==> src/sink_pkg.sv <==
// package: constants for the serial-in latched sink driver
// assumes: shared by the top module and the chain module
package sink_pkg;
    // ==========================================================
    // widths
    localparam int CHAN_COUNT = 12;                 // sink channels and stage count
    // ==========================================================
    // reset values
    localparam logic [11:0] CHAIN_RST = 12'h000;    // shift stages after clear
    localparam logic [11:0] LATCH_RST = 12'h000;    // storage latch after clear
    localparam logic        BIT_RST   = 1'h0;       // single-bit flops after clear
    // ==========================================================
    // timing
    localparam int SYS_CLK_MHZ   = 50;              // system clock rate
    localparam int SYNC_STAGES   = 2;               // flops in each pin synchroniser
endpackage

==> src/chain_if.sv <==
// interface: carries shift and latch events plus chain state between modules
// assumes: single clk_sys domain, driven by the top module
`timescale 1ns/10ps
interface chain_if;
    logic        shift_rise;   // one-cycle pulse: shift strobe rose
    logic        shift_fall;   // one-cycle pulse: shift strobe fell
    logic        latch_rise;   // one-cycle pulse: latch strobe rose
    logic        wipe;         // level: synchronous clear request
    logic        ser_bit;      // synchronised serial input
    logic [11:0] latch_q;      // storage latch contents
    logic        cascade_q;    // registered cascade output
    modport ctrl (output shift_rise, output shift_fall, output latch_rise,
                  output wipe, output ser_bit, input latch_q, input cascade_q);
    modport chain (input shift_rise, input shift_fall, input latch_rise,
                   input wipe, input ser_bit, output latch_q, output cascade_q);
endinterface

==> src/shift_latch_chain.sv <==
// module: twelve-stage shift chain, storage latch and cascade output flop
// assumes: event pulses are already synchronised to clk_sys
`timescale 1ns/10ps
module shift_latch_chain (
    // clock and reset
    input  wire logic clk_sys,
    input  wire logic rst_sync_n,
    // events and state
    chain_if.chain    cif
);
    // ==========================================================
    // storage
    logic [11:0] stage_ff;     // shift stages, bit 0 is first
    logic [11:0] latch_ff;     // storage latch
    logic        casc_ff;      // cascade output flop
    wire  [11:0] nxt_stage = {stage_ff[10:0], cif.ser_bit};

    // shift chain: first stage takes serial input, others shift up
    always_ff @(posedge clk_sys or negedge rst_sync_n) begin
        if (!rst_sync_n) begin
            stage_ff <= sink_pkg::CHAIN_RST;
        end else if (cif.wipe) begin
            stage_ff <= sink_pkg::CHAIN_RST;
        end else if (cif.shift_rise) begin
            stage_ff <= nxt_stage;
        end
    end

    // storage latch: parallel copy on latch strobe rise
    always_ff @(posedge clk_sys or negedge rst_sync_n) begin
        if (!rst_sync_n) begin
            latch_ff <= sink_pkg::LATCH_RST;
        end else if (cif.wipe) begin
            latch_ff <= sink_pkg::LATCH_RST;
        end else if (cif.latch_rise) begin
            latch_ff <= stage_ff;
        end
    end

    // cascade output follows last stage on shift strobe fall
    always_ff @(posedge clk_sys or negedge rst_sync_n) begin
        if (!rst_sync_n) begin
            casc_ff <= sink_pkg::BIT_RST;
        end else if (cif.wipe) begin
            casc_ff <= sink_pkg::BIT_RST;
        end else if (cif.shift_fall) begin
            casc_ff <= stage_ff[11];
        end
    end

    assign cif.latch_q   = latch_ff;
    assign cif.cascade_q = casc_ff;

    // ==========================================================
    // checks
    property p_shift_in;
        @(posedge clk_sys) disable iff (!rst_sync_n)
        (cif.shift_rise && !cif.wipe) |=> (stage_ff[0] == $past(cif.ser_bit));
    endproperty
    a_shift_in: assert property (p_shift_in) else $error("first stage missed input");

    property p_shift_up;
        @(posedge clk_sys) disable iff (!rst_sync_n)
        (cif.shift_rise && !cif.wipe) |=> (stage_ff[11:1] == $past(stage_ff[10:0]));
    endproperty
    a_shift_up: assert property (p_shift_up) else $error("chain did not shift");

    property p_latch_copy;
        @(posedge clk_sys) disable iff (!rst_sync_n)
        (cif.latch_rise && !cif.wipe) |=> (latch_ff == $past(stage_ff));
    endproperty
    a_latch_copy: assert property (p_latch_copy) else $error("latch copy wrong");

    property p_latch_hold;
        @(posedge clk_sys) disable iff (!rst_sync_n)
        (!cif.latch_rise && !cif.wipe) |=> $stable(latch_ff);
    endproperty
    a_latch_hold: assert property (p_latch_hold) else $error("latch changed unstrobed");

    property p_casc;
        @(posedge clk_sys) disable iff (!rst_sync_n)
        (cif.shift_fall && !cif.wipe) |=> (casc_ff == $past(stage_ff[11]));
    endproperty
    a_casc: assert property (p_casc) else $error("cascade not last stage");

    property p_casc_hold;
        @(posedge clk_sys) disable iff (!rst_sync_n)
        (cif.shift_rise && !cif.wipe) |=> $stable(casc_ff);
    endproperty
    a_casc_hold: assert property (p_casc_hold) else $error("cascade moved on rise");
endmodule

==> src/sink_driver_top.sv <==
// file: top of the serial-in latched sink driver
// assumes: all device pins are asynchronous to clk_sys and sampled through
// two flops; strobes must stay high and low for more than two clk_sys periods
// assumes: the reset pin may fall at any time; it is released through two flops
// assumes: open-drain channels are pulled up outside, so enable high means on
`timescale 1ns/10ps
module sink_driver_top (
    // clock and reset
    input  wire logic        clk_sys,
    input  wire logic        rst_n,
    // serial link pins
    input  wire logic        serial_in,
    input  wire logic        shift_strobe,
    input  wire logic        latch_strobe,
    input  wire logic        register_wipe_n,
    input  wire logic        output_gate_n,
    // cascade output
    output logic             cascade_out,
    // open-drain sink channels: enable high means sinking
    output logic [11:0]      sink_channel_lvl,
    output logic [11:0]      sink_channel_oe
);
    // ==========================================================
    // reset release
    logic [1:0] rst_pipe_ff;   // two-flop reset release
    logic       rst_sync_n;    // released reset for the design

    // reset asserts at once and releases through two flops
    always_ff @(posedge clk_sys or negedge rst_n) begin
        if (!rst_n) begin
            rst_pipe_ff <= {2{sink_pkg::BIT_RST}};
        end else begin
            rst_pipe_ff <= {rst_pipe_ff[0], 1'h1};
        end
    end
    assign rst_sync_n = rst_pipe_ff[1];

    // ==========================================================
    // pin synchronisers
    localparam int NPIN = 5;
    wire  [NPIN-1:0] pin_raw = {output_gate_n, register_wipe_n, latch_strobe,
                                shift_strobe, serial_in};
    logic [NPIN-1:0] sync1_ff;   // first flop, read only by second
    logic [NPIN-1:0] sync2_ff;   // second flop, safe to use
    logic [1:0]      edge_ff;    // previous strobe levels for edges

    // one two-flop synchroniser per pin
    genvar gi;
    generate
        for (gi = 0; gi < NPIN; gi++) begin : g_sync
            always_ff @(posedge clk_sys or negedge rst_sync_n) begin
                if (!rst_sync_n) begin
                    sync1_ff[gi] <= sink_pkg::BIT_RST;   // pins read low until sampled
                    sync2_ff[gi] <= sink_pkg::BIT_RST;
                end else begin
                    sync1_ff[gi] <= pin_raw[gi];
                    sync2_ff[gi] <= sync1_ff[gi];
                end
            end
        end
    endgenerate

    // previous strobe levels for edge detection
    always_ff @(posedge clk_sys or negedge rst_sync_n) begin
        if (!rst_sync_n) begin
            edge_ff <= {2{sink_pkg::BIT_RST}};   // idle strobes are low: no false edge
        end else begin
            edge_ff <= sync2_ff[2:1];
        end
    end

    // decoded pin levels and edges
    // clear reads active for two cycles after reset, which only empties what is
    // already empty; each edge pulse lasts exactly one clk_sys cycle
    wire ser_lvl    = sync2_ff[0];
    wire shift_lvl  = sync2_ff[1];
    wire latch_lvl  = sync2_ff[2];
    wire wipe_n_lvl = sync2_ff[3];
    wire gate_n_lvl = sync2_ff[4];
    wire shift_rise = shift_lvl & ~edge_ff[0];
    wire shift_fall = ~shift_lvl & edge_ff[0];
    wire latch_rise = latch_lvl & ~edge_ff[1];

    // ==========================================================
    // shift chain and latch
    chain_if cif ();
    assign cif.shift_rise = shift_rise;
    assign cif.shift_fall = shift_fall;
    assign cif.latch_rise = latch_rise;
    assign cif.wipe       = ~wipe_n_lvl;
    assign cif.ser_bit    = ser_lvl;

    shift_latch_chain u_chain (
        .clk_sys    (clk_sys),
        .rst_sync_n (rst_sync_n),
        .cif        (cif)
    );

    // ==========================================================
    // output stage
    wire        pass_ok  = wipe_n_lvl;
    wire        drive_on = pass_ok & ~gate_n_lvl;
    wire [11:0] nxt_sink = drive_on ? cif.latch_q : 12'h000;
    logic [11:0] sink_ff;   // registered output buffer
    logic        casc_out_ff;

    // output buffer and cascade registered for clean pins
    always_ff @(posedge clk_sys or negedge rst_sync_n) begin
        if (!rst_sync_n) begin
            sink_ff     <= sink_pkg::LATCH_RST;
            casc_out_ff <= sink_pkg::BIT_RST;
        end else begin
            sink_ff     <= nxt_sink;
            casc_out_ff <= cif.cascade_q;
        end
    end

    // open drain: a high buffer bit pulls low, a low bit releases
    assign sink_channel_lvl = 12'h000;
    assign sink_channel_oe = sink_ff;
    assign cascade_out     = casc_out_ff;

    // ==========================================================
    // checks
    // gate high empties the buffer one cycle later
    property p_gate_off;
        @(posedge clk_sys) disable iff (!rst_sync_n)
        gate_n_lvl |=> (sink_channel_oe == 12'h000);
    endproperty
    a_gate_off: assert property (p_gate_off) else $error("channel on with gate high");

    // gate low and clear high: buffer follows the latch
    property p_gate_on;
        @(posedge clk_sys) disable iff (!rst_sync_n)
        (!gate_n_lvl && wipe_n_lvl) |=> (sink_channel_oe == $past(cif.latch_q));
    endproperty
    a_gate_on: assert property (p_gate_on) else $error("channel not following latch");

    // clear empties latch and buffer within two cycles
    property p_wipe_off;
        @(posedge clk_sys) disable iff (!rst_sync_n)
        !wipe_n_lvl |=> ##1 (sink_channel_oe == 12'h000 && cif.latch_q == 12'h000);
    endproperty
    a_wipe_off: assert property (p_wipe_off) else $error("clear did not empty");

    // latch never reaches the buffer during clear
    property p_pass;
        @(posedge clk_sys) disable iff (!rst_sync_n)
        !wipe_n_lvl |=> (sink_channel_oe == 12'h000);
    endproperty
    a_pass: assert property (p_pass) else $error("latch passed during clear");

    // open-drain pins only ever pull low
    property p_pull_low;
        @(posedge clk_sys) disable iff (!rst_sync_n)
        1'h1 |-> (sink_channel_lvl == 12'h000);
    endproperty
    a_pull_low: assert property (p_pull_low) else $error("sink drives high");

    // cascade pin moves only after a strobe fall or a clear
    property p_casc_pin;
        @(posedge clk_sys) disable iff (!rst_sync_n)
        $changed(cascade_out) |-> $past(shift_fall, 2) || $past(cif.wipe, 2);
    endproperty
    a_casc_pin: assert property (p_casc_pin) else $error("cascade moved off fall");

    // a clear holds the cascade pin low one cycle after the buffer
    property p_wipe_casc;
        @(posedge clk_sys) disable iff (!rst_sync_n)
        !wipe_n_lvl |=> ##1 (cascade_out == 1'h0);
    endproperty
    a_wipe_casc: assert property (p_wipe_casc) else $error("cascade kept in clear");

    // one pin rise gives one shift event, never two
    property p_rise_once;
        @(posedge clk_sys) disable iff (!rst_sync_n)
        shift_rise |=> !shift_rise;
    endproperty
    a_rise_once: assert property (p_rise_once) else $error("shift event repeated");

    // one pin rise gives one latch copy, never two
    property p_latch_once;
        @(posedge clk_sys) disable iff (!rst_sync_n)
        latch_rise |=> !latch_rise;
    endproperty
    a_latch_once: assert property (p_latch_once) else $error("latch event repeated");

    // one pin fall moves the cascade once
    property p_fall_once;
        @(posedge clk_sys) disable iff (!rst_sync_n)
        shift_fall |=> !shift_fall;
    endproperty
    a_fall_once: assert property (p_fall_once) else $error("fall event repeated");

    // steady latch with outputs enabled keeps the buffer steady
    property p_oe_steady;
        @(posedge clk_sys) disable iff (!rst_sync_n)
        (!gate_n_lvl && wipe_n_lvl) ##1 (!gate_n_lvl && wipe_n_lvl && $stable(cif.latch_q))
        |=> $stable(sink_channel_oe);
    endproperty
    a_oe_steady: assert property (p_oe_steady) else $error("buffer moved");

    // each channel turns on only from its own latch bit
    genvar gc;
    generate
        for (gc = 0; gc < sink_pkg::CHAN_COUNT; gc++) begin : g_chan_chk
            property p_chan_own;
                @(posedge clk_sys) disable iff (!rst_sync_n)
                $rose(sink_channel_oe[gc]) |-> $past(cif.latch_q[gc]);
            endproperty
            a_chan_own: assert property (p_chan_own) else $error("stray channel");
        end
    endgenerate
endmodule

==> config.mk <==
export PLATFORM = sky130hd
export DESIGN_NAME = sink_driver_top
export DESIGN_NICKNAME = d
export VERILOG_FILES = /design/src/sink_pkg.sv /design/src/chain_if.sv /design/src/shift_latch_chain.sv /design/src/sink_driver_top.sv
export SDC_FILE = /design/constraint.sdc
export NUM_CORES = 1
export LEC_CHECK = 0
export BUFFER_PORTS_ARGS = -buffer_cell sky130_fd_sc_hd__clkbuf_2
export CORE_MARGIN = 2
export CORE_UTILIZATION = 30
export CTS_CLUSTER_SIZE = 16
export DETAILED_ROUTE_END_ITERATION = 16
export GPL_TIMING_DRIVEN = 0
export SYNTH_ARGS = -nofsm -noshare
export SYNTH_HDL_FRONTEND = slang
export SYNTH_HIERARCHICAL = 1
export SYNTH_SLANG_ARGS = --single-unit
==> constraint.sdc <==
create_clock -name clk_sys -period 1.94 [get_ports clk_sys]
set_input_delay 0.291 -clock clk_sys [delete_from_list [all_inputs] [get_ports clk_sys]]
set_output_delay 0.291 -clock clk_sys [all_outputs]
set_load 0.005 [all_outputs]
======== Word level (Yosys, flattened, before mapping) ========
Index checks and enable logic that the tools add are counted.
storage, ports and cells
  output and inout bits ................... 25
  register bits ........................... 52
  logic and storage cells ................. 35
cells by class
  multiplexer cells ....................... 7
  equal/unequal tests ..................... 3
  bitwise gates (word level) .............. 8
operators with widths
  cell                                                                     count
  12-bit two-way mux                                                       5
  2-bit by 1-bit inequality test with 1-bit output, second input constant  3
  1-bit AND                                                                4
  1-bit inverter                                                           4
  1-bit two-way mux                                                        2

======== Depth between registers and ports, before layout ========
  word-level depth ........................ 4
  depth in mapped cells ................... 5
  gate-level depth less buffers ........... 3

======== Cells and area by module ========
The synthesis kept the hierarchy.
modules (own cells, without submodules)
  module             cells each  area each (um^2)  instances  sequential area each (um^2)
  shift_latch_chain  80          1007.2            1          625.6
  sink_driver_top    59          922.1             1          675.6

======== Worst setup path before layout ========
OpenSTA, ideal clock, no wires.
  path kind ............................... register -> register
  from .................................... register sync2_ff[1] (netlist: shift_lvl)
  to ...................................... register u_chain.stage_ff[10]
  data required time ...................... 1.819 ns
  path slack .............................. 0.786 ns
  path buffers ............................ 1
  stages on the path, launching flop included .. 5
  library setup time ...................... 0.121 ns
  period minus slack after synthesis ...... 1.154 ns
  arrival time ............................ 1.033 ns
  cells stage by stage .................... dfrtp_1 -> nor2b_1 -> buf_6 -> mux2i_1 -> nor2_1
on the way
  cells in the longest elaborated chain, start to end .. 2
ends and longest elaborated chain
  item                                                        line                     text
  from (decl)                                                 sink_driver_top.sv:44    logic [NPIN-1:0] sync2_ff;
  from (signal, indexed assignment)                           sink_driver_top.sv:54    sync2_ff[gi] <= sink_pkg::BIT_RST;
  from (signal, indexed assignment)                           sink_driver_top.sv:57    sync2_ff[gi] <= sync1_ff[gi];
  1-bit AND                                                   sink_driver_top.sv:80    wire shift_rise = shift_lvl & ~edge_ff[0];
  named net cif.shift_rise                                    chain_if.sv:5            logic shift_rise;
  2-bit by 1-bit inequality test with 1-bit output (no line)  n/a
  to (signal assigned)                                        shift_latch_chain.sv:21  stage_ff <= sink_pkg::CHAIN_RST;
  to (signal assigned)                                        shift_latch_chain.sv:23  stage_ff <= sink_pkg::CHAIN_RST;
  to (signal assigned)                                        shift_latch_chain.sv:25  stage_ff <= nxt_stage;
  to (decl)                                                   shift_latch_chain.sv:13  logic [11:0] stage_ff;
The timed path passes the listed nets, and every way through them passes these cells.
A chain may end at the register's enable or synchronous reset.

======== Final worst setup path ========
  from .................................... register sync2_ff[1] (netlist: shift_lvl)
  to ...................................... register u_chain.stage_ff[6]
The elaborated chain is that of the path after synthesis.

==> flow_summary.toml <==
[outcome]
run_status = "finished, final reports clean"

[power]
p_leak_nw = 1.21
seqPwrFrac = 0.608
clkPwrFrac = 0.336
switchingPower_mw = 0.421
powerDensity_nw_per_um2 = 801
netSwitchingFraction = 0.230
vdd.ir_drop.worst_mv = 0.301
p_int_mw = 1.41
p_comb_frac = 0.056

[routing]
first_iter_violations = 50
dr.pass1.iters = 2
drcViolationCount = 0
vias = 965
via_per_inst = 3.77
wl_per_cell_um = 10.9
totalWireLength_mm = 2.79
ant_nets = 0

[sta]
rsz0062_at_grt = "no"
hold_viol_final = 0
max_freq_mhz = 789
slew_viol_final = 0
finClkSkew_ns = 0.00842
finalCriticalPeriod_ns = 1.27
period_share = 0.653
setup_viol = 0
setup_tns_ns = 0

[finish]
area_delta_synth_final_pct = 18.4
multi_input_area_um2 = 519
final_cell_area_um2 = 2280
drive_gt1_frac = 0.279
regArea_um2 = 1300
antennaDiodeCount = 0
fin_nets = 185
fillers = 631

[global_routing]
antenna_found_initial = 0
grt_max_degree = 41
grt.total_usage = 0.0902
grt-ovfl-total = 0
grt_first_pass_wirelength_mm = 5.00
grt_pass1_vias = 1030

[clock_network]
clkTransAtPathRegs_ns = 0.10
cts.sinks = 52
clock_latency_ns = 0.30
post_cts_buffers = 0
clockBufferDepth = 2
root_buffer = "clkbuf_8"
cts_buffers = 5
cts_tree = "done"
htree_levels = 2

[placement]
placed_area_um2 = 2180
port-buffer-count = 19
dp_hpwl_mm = 1.92
finalWeightedCongestion = 0.749

[worst_hold_path]
hold-path-endpoint = "sync1_ff[3]"
hold_depth = 1
min-delay-start = "register_wipe_n"
min_path_type = "in2reg"

[logic_synthesis]
yosysTopAreaCell = "dfrtp_1"
syn_area_um2 = 1930
synthCells = 139
synth_seq_area_share = 0.674
ys_types = 11
synth.top_cell.area_share = 0.674
synth.ff_latch_count = 52
synth_warnings = 6
avgSynthCellArea_um2 = 13.9
synthTopCellsByArea = "dfrtp_1, mux2i_1, buf_4"

[critical_path]
r2r-end = "u_chain/stage_ff[6]"
worst_path_largest_cell_delay_ns = 0.37
startpoint = "shift_lvl"
cp.arrival_ns = 1.46
crit_chain = "nor2b_1 -> buf_6 -> mux2i_1 -> nor2_1"
cp_max_fo = 10
cp_slowest_cell = "dfrtp_1"
r2r_cells = 4
rrSetupSlack_ns = 0.67
rr_startpoint = "shift_lvl"
worstSetupPathType = "reg2reg"
cp-end-kind = "flip-flop"
crit_required_ns = 2.13
startpoint_type = "flip-flop"

[flow_run]
maxCapViolCount = 0

[floorplan]
fp.dieW_um = 84.2
start_util = 0.307
rows = 29
die-area_um2 = 7090
ios = 32
core_um2 = 6280
die_h_um = 84.2
-- layer usage --
metal,up-vias,GRT usage,part of all wire
met5,-,0,0
met4,0,0.0440,0.016
met3,6,0.0285,0.056
met2,27,0.132,0.44
met1,429,0.122,0.49
li1,503,-,-
-- area by class of cell --
cell class,instances,area share
buffer,19,0.0641
sequential,52,0.570
clock inverter,3,0.00986
inverter,1,0.00164
multi-input combinational,78,0.227
tap,77,0.0422
clock buffer,5,0.0301
timing repair buffer,21,0.0548
-- worst max-delay path: cells and delay by family, from the launching register on --
kind          cells  cell delay [ns]
mux               1             0.19
flops             1             0.37
buf+inv           1             0.22
simple gates      2             0.37
-- worst max-delay path by stage --
| stage | end | slack, ns | cells past startpoint |
|---|---|---|---|
| 2_1_floorplan | cascade_out | 0.39 | 0 |
| 3_3_place_gp | sink_channel_oe[11] | -0.19 | 0 |
| 3_5_place_dp | u_chain/stage_ff[6] | 0.67 | 4 |
| 4_1_cts | u_chain/stage_ff[6] | 0.66 | 4 |
| 5_1_grt | u_chain/stage_ff[5] | 0.56 | 4 |
| 6_report | u_chain/stage_ff[6] | 0.67 | 4 |
-- state kept, by name, indices dropped and copies added (netlist names) --
name / flops
u_chain/cif.cascade_q: 1
cif.ser_bit: 1
latch_lvl: 1
edge_ff: 2
u_chain/stage_ff: 12
cascade_out: 1
sink_channel_oe: 12
gate_n_lvl: 1
pass_ok: 1
shift_lvl: 1
u_chain/cif.latch_q: 12
sync1_ff: 5
rst_pipe_ff: 2
-- kinds of logic (layout without fill, tap and decap cells) --
logic type,count (synthesis),after routing,synth area share
multiplexers,25,25,0.130
AND/OR/NAND/NOR,40,40,0.114
other,2,13,0.00389
flip-flops,52,52,0.674
buffers and inverters,20,49,0.0778
-- power by group through the flow --
stage                     clock, mW  combinational, mW  sequential (mW)
after global routing          0.689              0.116             1.12
after floorplan                   0             0.0673             1.14
final                         0.615              0.103             1.11
after global placement            0             0.0811             1.15
after detailed placement          0              0.103             1.13
after CTS                     0.648              0.105             1.11
-- placed cells by master (no fill, tap or decap) --
master and n:
conb_1 13, clkbuf_2 19, clkinv_2 1, inv_1 1
and3b_2 2, nor2b_1 3, nor2_1 25, mux2i_1 25
clkbuf_8 5, dfrtp_2 1, buf_2 3, dfrtp_1 51
buf_12 1, buf_4 13, dlygate4sd3_1 1, inv_6 1
clkinv_4 1, buf_6 3, and3b_1 10
-- synth_stat cells, drive strengths merged --
| cell | n |
|---|---|
| and3b | 12 |
| inv | 1 |
| nor2 | 25 |
| nor2b | 3 |
| mux2i | 25 |
| buf | 19 |
| conb | 2 |
| dfrtp | 52 |
-- what timing repair did --
item	CTS	global route
endpoints found under the hold margin	2	0
hold buffers	1	0
gates resized for setup	0	0
-- stage by stage --
step                      utilization  setup slack [ns]  power (mW)  cells  hold WS [ns]
after floorplan                     -             0.385        1.21    150      -0.00459
after global placement          0.344            -0.187        1.23    246        0.0772
after detailed placement        0.348             0.669        1.24    247        0.0816
after CTS                       0.364             0.655        1.87    256        0.0713
after global routing            0.364             0.558        1.92    256        0.0718
final                           0.364             0.673        1.83    256        0.0840
(Power assumes the default switching activity.)
